--- src/logic/rtc_calendar_defines.svh ---
// Offsets, field masks, limits and timing counts of the calendar counter block
//
// Summary of operation
// Divider count exposes 64 Hz..1 Hz stages
// Reset or adjust write clears divider count
// Resets never alter divider or calendar counters
// Divider count bit 7 reads zero
// Seconds BCD 00-59, carries into minutes
// Minutes BCD 00-59, carries into hours
// Hours BCD 00-23, produces daily carry
// Weekday 0-6 Sunday first, wraps daily
// Date BCD 01-31, advances on daily carry
// Last date depends on month and leap
// Month BCD, steps on date carry
// Year BCD 00-99, steps on month carry
// Leap year when year divisible by four
// Software stops counting before writing counters
// Software writes only in-range BCD values
// Month lengths 31/30/28, February 29 leap
// Unused upper bits read zero
// Ones digit low nibble, tens above
`ifndef RTC_CALENDAR_DEFINES_SVH
`define RTC_CALENDAR_DEFINES_SVH

// ==========================================================================
// Register indices, byte address is four times the index
`define RTC_IDX_DIV      4'h0
`define RTC_IDX_SEC      4'h1
`define RTC_IDX_MIN      4'h2
`define RTC_IDX_HOUR     4'h3
`define RTC_IDX_WDAY     4'h4
`define RTC_IDX_DATE     4'h5
`define RTC_IDX_MON      4'h6
`define RTC_IDX_YEAR     4'h7
`define RTC_IDX_CTRL     4'h8

// ==========================================================================
// Writable field masks
`define RTC_MASK_DIV     8'h7F
`define RTC_MASK_SEC     8'h7F
`define RTC_MASK_MIN     8'h7F
`define RTC_MASK_HOUR    8'h3F
`define RTC_MASK_WDAY    8'h07
`define RTC_MASK_DATE    8'h3F
`define RTC_MASK_MON     8'h1F
`define RTC_MASK_YEAR    8'hFF

// ==========================================================================
// Counter limits in BCD, divider limit in binary
`define RTC_SEC_MAX      8'h59
`define RTC_MIN_MAX      8'h59
`define RTC_HOUR_MAX     8'h23
`define RTC_WDAY_MAX     8'h06
`define RTC_MON_MAX      8'h12
`define RTC_YEAR_MAX     8'h99
`define RTC_FIRST        8'h01
`define RTC_DIV_MAX      7'h7F

// ==========================================================================
// Control register bits
`define RTC_CTRL_START   0
`define RTC_CTRL_RESET   1
`define RTC_CTRL_ADJUST  2
`define RTC_START_RESET  1'b1

// ==========================================================================
// Bus responses
`define RTC_RESP_OKAY    2'h0
`define RTC_RESP_SLVERR  2'h2

// ==========================================================================
// Timing: divider input runs at 128 Hz so bit 0 toggles at 64 Hz
`define RTC_CLK_PERIOD_NS  50
`define RTC_TICK_PERIOD_NS 7812500
`define RTC_TICK_CYCLES    (`RTC_TICK_PERIOD_NS / `RTC_CLK_PERIOD_NS)

`endif

--- src/logic/rtc_calendar_pkg.sv ---
// Types shared by the calendar counter block
package rtc_calendar_pkg;

    typedef struct packed {
        logic [7:0] sec;
        logic [7:0] min;
        logic [7:0] hour;
        logic [7:0] wday;
        logic [7:0] date;
        logic [7:0] mon;
        logic [7:0] year;
    } calendar_type;

endpackage

--- src/logic/rtc_calendar_counters.sv ---
// Calendar counter chain with divider stages behind an AXI4-Lite slave
//
// The register addresses and the AXI4-Lite interface to the registers were left to the implementer.
`timescale 1ns/100ps
`include "rtc_calendar_defines.svh"

module rtc_calendar_counters
    import rtc_calendar_pkg::*;
#(
    parameter int unsigned TICK_CYCLES = `RTC_TICK_CYCLES
) (
    input  wire logic        i_core_clk,
    input  wire logic        i_resetn,
    input  wire logic        i_clk_en,
    input  wire logic [5:0]  i_awaddr,
    input  wire logic        i_awvalid,
    output logic             o_awready,
    input  wire logic [31:0] i_wdata,
    input  wire logic [3:0]  i_wstrb,
    input  wire logic        i_wvalid,
    output logic             o_wready,
    output logic [1:0]       o_bresp,
    output logic             o_bvalid,
    input  wire logic        i_bready,
    input  wire logic [5:0]  i_araddr,
    input  wire logic        i_arvalid,
    output logic             o_arready,
    output logic [31:0]      o_rdata,
    output logic [1:0]       o_rresp,
    output logic             o_rvalid,
    input  wire logic        i_rready
);

    // ======================================================================
    // Helpers
    function automatic logic [7:0] bcd_inc(input logic [7:0] v);
        bcd_inc = (v[3:0] == 4'h9) ? {v[7:4] + 4'h1, 4'h0} : {v[7:4], v[3:0] + 4'h1};
    endfunction

    function automatic logic [7:0] last_day(input logic [7:0] m, input logic leap);
        unique case (m)
            8'h02:                      last_day = leap ? 8'h29 : 8'h28;
            8'h04, 8'h06, 8'h09, 8'h11: last_day = 8'h30;
            default:                    last_day = 8'h31;
        endcase
    endfunction

    // ======================================================================
    // Declarations
    // Power-up values only; i_resetn never loads them, so time survives resets
    calendar_type cal = '0;
    logic [6:0]   div = 7'h00;
    logic [17:0]  presc;
    logic         start;
    logic         tick;
    logic         div_step;
    logic         div_clear;
    logic         sec_step;
    logic         sec_carry;
    logic         min_carry;
    logic         day_carry;
    logic         mon_carry;
    logic         leap;
    logic         wr_fire;
    logic [3:0]   wr_idx;
    logic [8:0]   wr_hit;
    logic [7:0]   wbyte;
    logic [3:0]   rd_idx;
    logic [7:0]   rd_byte;

    // ======================================================================
    // Bus slave, write side
    assign o_awready = i_clk_en && i_awvalid && i_wvalid && !o_bvalid;
    assign o_wready  = o_awready;
    assign wr_fire   = o_awready;
    assign wr_idx    = i_awaddr[5:2];
    assign wbyte     = i_wdata[7:0];

    always_comb begin
        for (int k = 0; k < 9; k++) begin
            wr_hit[k] = wr_fire && i_wstrb[0] && (wr_idx == 4'(k));
        end
    end

    always_ff @(posedge i_core_clk) begin
        if (!i_resetn) begin
            o_bvalid <= 1'b0;
            o_bresp  <= `RTC_RESP_OKAY;
        end else if (i_clk_en) begin
            if (wr_fire) begin
                o_bvalid <= 1'b1;
                o_bresp  <= (wr_idx > `RTC_IDX_CTRL) ? `RTC_RESP_SLVERR : `RTC_RESP_OKAY;
            end else if (i_bready) begin
                o_bvalid <= 1'b0;
            end
        end
    end

    // ======================================================================
    // Bus slave, read side
    assign o_arready = i_clk_en && !o_rvalid;
    assign rd_idx    = i_araddr[5:2];

    always_comb begin
        unique case (rd_idx)
            `RTC_IDX_DIV:  rd_byte = {1'b0, div};
            `RTC_IDX_SEC:  rd_byte = cal.sec & `RTC_MASK_SEC;
            `RTC_IDX_MIN:  rd_byte = cal.min & `RTC_MASK_MIN;
            `RTC_IDX_HOUR: rd_byte = cal.hour & `RTC_MASK_HOUR;
            `RTC_IDX_WDAY: rd_byte = cal.wday & `RTC_MASK_WDAY;
            `RTC_IDX_DATE: rd_byte = cal.date & `RTC_MASK_DATE;
            `RTC_IDX_MON:  rd_byte = cal.mon & `RTC_MASK_MON;
            `RTC_IDX_YEAR: rd_byte = cal.year;
            `RTC_IDX_CTRL: rd_byte = {7'h00, start};
            default:       rd_byte = 8'h00;
        endcase
    end

    always_ff @(posedge i_core_clk) begin
        if (!i_resetn) begin
            o_rvalid <= 1'b0;
            o_rdata  <= 32'h00000000;
            o_rresp  <= `RTC_RESP_OKAY;
        end else if (i_clk_en) begin
            if (o_arready && i_arvalid) begin
                o_rvalid <= 1'b1;
                o_rdata  <= {24'h000000, rd_byte};
                o_rresp  <= (rd_idx > `RTC_IDX_CTRL) ? `RTC_RESP_SLVERR : `RTC_RESP_OKAY;
            end else if (i_rready) begin
                o_rvalid <= 1'b0;
            end
        end
    end

    // ======================================================================
    // Control: start bit, reset and adjust strobes
    assign div_clear = wr_hit[`RTC_IDX_CTRL]
                       && (wbyte[`RTC_CTRL_RESET] || wbyte[`RTC_CTRL_ADJUST]);

    always_ff @(posedge i_core_clk) begin
        if (!i_resetn) begin
            start <= `RTC_START_RESET;
        end else if (i_clk_en && wr_hit[`RTC_IDX_CTRL]) begin
            start <= wbyte[`RTC_CTRL_START];
        end
    end

    // ======================================================================
    // Prescaler from the core clock down to the 128 Hz divider input
    assign tick = (presc == 18'(TICK_CYCLES - 1));

    always_ff @(posedge i_core_clk) begin
        if (!i_resetn) begin
            presc <= 18'h00000;
        end else if (i_clk_en) begin
            if (tick || div_clear) begin
                presc <= 18'h00000;
            end else begin
                presc <= presc + 18'h00001;
            end
        end
    end

    // ======================================================================
    // Divider stages, never touched by i_resetn so time survives it; the control reset bit clears them
    assign div_step = start && tick && !div_clear;
    assign sec_step = div_step && (div == `RTC_DIV_MAX);

    always_ff @(posedge i_core_clk) begin
        if (i_clk_en) begin
            if (div_clear) begin
                div <= 7'h00;
            end else if (div_step) begin
                div <= div + 7'h01;
            end
        end
    end

    // ======================================================================
    // Carry chain
    // Year modulo 4 equals (2 * tens + ones) modulo 4 in BCD
    assign leap      = (2'({cal.year[4], 1'b0} + cal.year[1:0]) == 2'h0);
    assign sec_carry = sec_step && (cal.sec == `RTC_SEC_MAX);
    assign min_carry = sec_carry && (cal.min == `RTC_MIN_MAX);
    assign day_carry = min_carry && (cal.hour == `RTC_HOUR_MAX);
    assign mon_carry = day_carry && (cal.date == last_day(cal.mon, leap));

    // ======================================================================
    // Calendar counters; a write in the same cycle wins over a count,
    // since software is expected to have stopped counting first
    always_ff @(posedge i_core_clk) begin
        if (i_clk_en) begin
            if (wr_hit[`RTC_IDX_SEC]) begin
                cal.sec <= wbyte & `RTC_MASK_SEC;
            end else if (sec_step) begin
                cal.sec <= sec_carry ? 8'h00 : bcd_inc(cal.sec);
            end
        end
    end

    always_ff @(posedge i_core_clk) begin
        if (i_clk_en) begin
            if (wr_hit[`RTC_IDX_MIN]) begin
                cal.min <= wbyte & `RTC_MASK_MIN;
            end else if (sec_carry) begin
                cal.min <= min_carry ? 8'h00 : bcd_inc(cal.min);
            end
        end
    end

    always_ff @(posedge i_core_clk) begin
        if (i_clk_en) begin
            if (wr_hit[`RTC_IDX_HOUR]) begin
                cal.hour <= wbyte & `RTC_MASK_HOUR;
            end else if (min_carry) begin
                cal.hour <= day_carry ? 8'h00 : bcd_inc(cal.hour);
            end
        end
    end

    always_ff @(posedge i_core_clk) begin
        if (i_clk_en) begin
            if (wr_hit[`RTC_IDX_WDAY]) begin
                cal.wday <= wbyte & `RTC_MASK_WDAY;
            end else if (day_carry) begin
                cal.wday <= (cal.wday == `RTC_WDAY_MAX) ? 8'h00 : cal.wday + 8'h01;
            end
        end
    end

    always_ff @(posedge i_core_clk) begin
        if (i_clk_en) begin
            if (wr_hit[`RTC_IDX_DATE]) begin
                cal.date <= wbyte & `RTC_MASK_DATE;
            end else if (day_carry) begin
                cal.date <= mon_carry ? `RTC_FIRST : bcd_inc(cal.date);
            end
        end
    end

    // Month 00 is settable and counts on to 01 like any other month
    always_ff @(posedge i_core_clk) begin
        if (i_clk_en) begin
            if (wr_hit[`RTC_IDX_MON]) begin
                cal.mon <= wbyte & `RTC_MASK_MON;
            end else if (mon_carry) begin
                cal.mon <= (cal.mon == `RTC_MON_MAX) ? `RTC_FIRST : bcd_inc(cal.mon);
            end
        end
    end

    always_ff @(posedge i_core_clk) begin
        if (i_clk_en) begin
            if (wr_hit[`RTC_IDX_YEAR]) begin
                cal.year <= wbyte;
            end else if (mon_carry && (cal.mon == `RTC_MON_MAX)) begin
                cal.year <= (cal.year == `RTC_YEAR_MAX) ? 8'h00 : bcd_inc(cal.year);
            end
        end
    end

    logic wr_any;
    assign wr_any = wr_fire && i_wstrb[0];
endmodule

--- config.mk ---
export PLATFORM = sky130hd
export DESIGN_NAME = rtc_calendar_counters
export DESIGN_NICKNAME = d
export VERILOG_FILES = /design/src/logic/rtc_calendar_pkg.sv /design/src/logic/rtc_calendar_counters.sv
export VERILOG_INCLUDE_DIRS = /design/src /design/src/logic
export SDC_FILE = /design/constraint.sdc
export NUM_CORES = 1
export LEC_CHECK = 0
export ABC_AREA = 1
export BUFFER_PORTS_ARGS = -buffer_cell sky130_fd_sc_hd__clkbuf_2
export CORE_MARGIN = 10
export CORE_UTILIZATION = 50
export CTS_BUF_LIST = sky130_fd_sc_hd__clkbuf_8
export CTS_CLUSTER_DIAMETER = 150
export DETAILED_ROUTE_END_ITERATION = 7
export PLACE_DENSITY_LB_ADDON = 0.05
export SETUP_SLACK_MARGIN = 0.15
export SYNTH_ARGS = -nofsm -noshare
export SYNTH_HDL_FRONTEND = slang
export SYNTH_SLANG_ARGS = --single-unit
--- constraint.sdc ---
create_clock -name i_core_clk -period 2.6 [get_ports i_core_clk]
set_input_delay 0.39 -clock i_core_clk [delete_from_list [all_inputs] [get_ports i_core_clk]]
set_output_delay 0.39 -clock i_core_clk [all_outputs]
set_load 0.01 [all_outputs]
==> flow_summary.yaml <==
run_status:
  run_status: "finished clean"
drt:
  post-route-drc-count: 0
  first_iter_violations: 395
  drt-vias-per-instance: 5.44
  route.detailed.wl_per_inst_um: 16.1
  route.vias.total: 5178
  postRouteWirelength_mm: 15.3
  detailed_routing_iteration_count_for_the_pre_antenna_repair_pass: 5
  postRouteAntennaNets: 0
cts:
  clock_insertion_delay_worst_skew_ps: 390
  cts.reportedPaths.clkPinSlew_ps: 90
  clock_sinks: 94
  clk_root_buffer_cell: "clkbuf_8"
  cts_tree: "yes"
  postCtsHoldBufs: 0
  tritoncts_buffers: 9
  h-tree-depth: 3
  clock_tree_buf_depth: 2
sta:
  setup-violations-final: 0
  setup-tns-final_ps: 0
  ratio_of_final_minimum_period_to_clock_period: 0.906
  final_hold_viol_count: 0
  max_slew_margin: 0.578
  fin_skew_ps: 12.3
  tmin_final_ps: 2360
  max_freq_mhz: 424
  tightestPinTransition_ps: 631
  rsz0062_at_grt: "false"
  timing.final.max_slew_violations: 0
power_and_ir_drop:
  switching_share: 0.239
  p_comb_frac: 0.067
  clock_power_share: 0.361
  power.ir.vdd_worst_v: 0.000322
  power.leakage_nw: 2.91
  power.internal_mw: 2.12
  powerDensity_mw_per_mm2: 422
  total_switching_power_mw: 0.664
  power.sequential.fraction: 0.572
flow_run:
  drv.max_cap_violation_count: 0
die:
  ioPinCount: 97
  placementRows: 39
  placeableCoreArea_mm2: 0.0115
  dieArea_mm2: 0.0167
  die_y_um: 129
  die_width_um: 129
  floorplan.initialDensity: 0.517
worst_setup_path:
  crit_end: "cal[5]"
  worst_ep_arrival_time_ps: 2470
  timing.reg2reg.worst_path_depth: 14
  crit_buf_inv: 1
  critPathLaunch: "div[1]"
  critPathLaunchType: "flip-flop"
  critical_path_required_ps: 2710
  timing.critical_path.cells: "ha_2 > nand2_1 > nor2_2 > nand3_2 > nor2_4 > nand2_2 > nor2_4 > nand3_2 > nor2_2 > nand3_1 > nand2_1 > nand2_1 > nor2_1 > buf_4"
  timing.critical_path.depth: 14
  worst_path_dominant_cell_family: "simple AND/OR/NAND/NOR gates"
  cp_slowest_cell: "edfxtp_1"
  critPathMaxStageDelay_ps: 400
  terminus_of_the_critical_flop_to_flop_path: "cal[5]"
  worstReg2RegStart: "div[1]"
  crit_top_cell: "nand2_1"
  endpoint_kind: "flip-flop"
  setup.reg_to_reg.worst_slack_ps: 240
  crit_type: "reg -> reg"
  maximum_fanout_along_the_worst_path: 4
global_route:
  grt_pass1_vias: 4987
  largest_net_degree_at_the_start_of_global_routing: 19
  grt_remaining_overflow: 0
  grt_first_pass_wirelength_mm: 24.5
  grt_antenna_before_repair: 0
  groute.usage.overall: 0.184
synthesis:
  synth-async-reset-ratio: 0
  synthDominantAreaCellType: "edfxtp_1"
  synth_area_mm2: 0.00595
  synth_enable_flop_cells: 63
  synth_top_area_frac: 0.318
  netlist-cell-type-count: 45
  synthesis.yosys.warnings: 0
  synth_area_leaders: "edfxtp_1, dfxtp_1, nand2_1, inv_1, ha_1"
  postSynthRegisterBits: 94
  postSynthAreaPerCell_um2: 8.04
  post_synth_inst_count: 740
  ys_dominant_reg_cell: "edfxtp_1"
  yosysSeqAreaShare: 0.422
cells_and_area:
  drive_gt1_frac: 0.135
  num-fill-cells: 1096
  final_net_count: 886
  seq_area_mm2: 0.00251
  flow.area_growth_from_synthesis_pct: 11.0
  final_cell_area_mm2: 0.00660
  ant_diodes: 0
  multiInputGateArea_mm2: 0.00290
hold_path:
  hold_path.class: "in -> reg"
placed_design:
  detailedPlacementHpwl_mm: 12.0
  portBuffers: 39
  place_area_mm2: 0.00631
  gpl.final_weighted_congestion: 0.882
cell usage after synthesis (all sizes together), types with 4 or more instances:
cell type	instances
a211oi	6
a21oi	28
a31oi	4
buf	29
clkbuf	4
dfxtp	31
edfxtp	63
ha	27
inv	123
nand2	130
nand3	56
nand4	16
nor2	80
nor3	20
nor3b	8
nor4	6
o21ai	35
o22ai	26
xnor2	10
xor2	18
kinds of logic after synthesis:
kind of cell | Yosys count | synth area share
AOI/OAI and AO/OA | 111 | 0.110
DFF | 94 | 0.422
adders and majority gates | 27 | 0.0568
xor gates and xnor gates | 28 | 0.0412
buffers and inverters | 156 | 0.116
and+or+nand+nor | 323 | 0.254
other | 1 | 0.000630
how the worst min path moves through the flow:
stage,cells after the start,slack [ps],startpoint,to
after global routing,4,290,i_rready,o_rvalid
after detailed placement,2,460,o_rdata[5],o_rdata[5]
after CTS,4,260,i_rready,o_rvalid
after floorplan,2,450,presc[17],presc[17]
final,4,260,i_rready,o_rvalid
after global placement,2,460,o_rdata[5],o_rdata[5]
layout make-up:
cell class              count  share of cell area
inverters                 123              0.0699
multi-input cells         515               0.439
flip-flops and latches     94               0.380
well taps                 143              0.0271
repair buffers             60              0.0534
clock buffers              11              0.0229
clock inverters             5             0.00682
worst reg2reg max path: cells and delay by family (launching register included):
family                     cells  cell delay (ps)
adders and majority gates      1              190
and+or+nand+nor               12             1340
DFF                            1              400
buffers and inverters          1              150
power groups by stage:
stage,Clock [mW],Sequential [mW],Combinational [mW]
floorplan,0,1.63,0.132
global placement,0,1.63,0.181
detailed placement,0,1.63,0.184
CTS,1.03,1.59,0.184
global route,1.07,1.59,0.206
finish,1.01,1.59,0.187
cell usage in the layout, fill, tap and decap left out, types with 27 or more instances in the layout:
cell | netlist | final
a21oi_1 | 27 | 27
clkbuf_2 | 0 | 39
dfxtp_1 | 31 | 31
edfxtp_1 | 63 | 63
inv_1 | 117 | 120
nand2_1 | 125 | 124
nand3_1 | 54 | 52
nor2_1 | 77 | 71
o21ai_0 | 30 | 30
through the flow:
step	util	power [mW]	instances	setup slack [ps]	hold WS, ps
2_1_floorplan	-	1.76	765	366	452
3_3_place_gp	0.548	1.81	930	112	456
3_5_place_dp	0.548	1.81	930	75.6	459
4_1_cts	0.566	2.80	946	188	260
5_1_grt	0.573	2.87	951	123	289
6_report	0.573	2.79	951	244	261
metal layers:
| layer | GRT usage | part of all wire | vias to the layer above |
|---|---|---|---|
| met1 | 0.238 | 0.44 | 2409 |
| met3 | 0.0343 | 0.074 | 27 |
| li1 | - | - | 2558 |
| met2 | 0.299 | 0.46 | 184 |
| met5 | 0 | 0 | - |
| met4 | 0.0702 | 0.024 | 0 |
sequential cells by signal, indices dropped and copies added, names as in the netlist:
signal	cells
cal	56
div	7
o_bresp	1
o_bvalid	1
o_rdata	8
o_rresp	1
o_rvalid	1
presc	18
start	1
repair_timing:
item,CTS,global route
gates resized for setup,4,13
pin swaps,0,4
setup endpoints to repair,12,24
setup buffers,0,5
No activity file was read; power rests on OpenSTA's default activity.
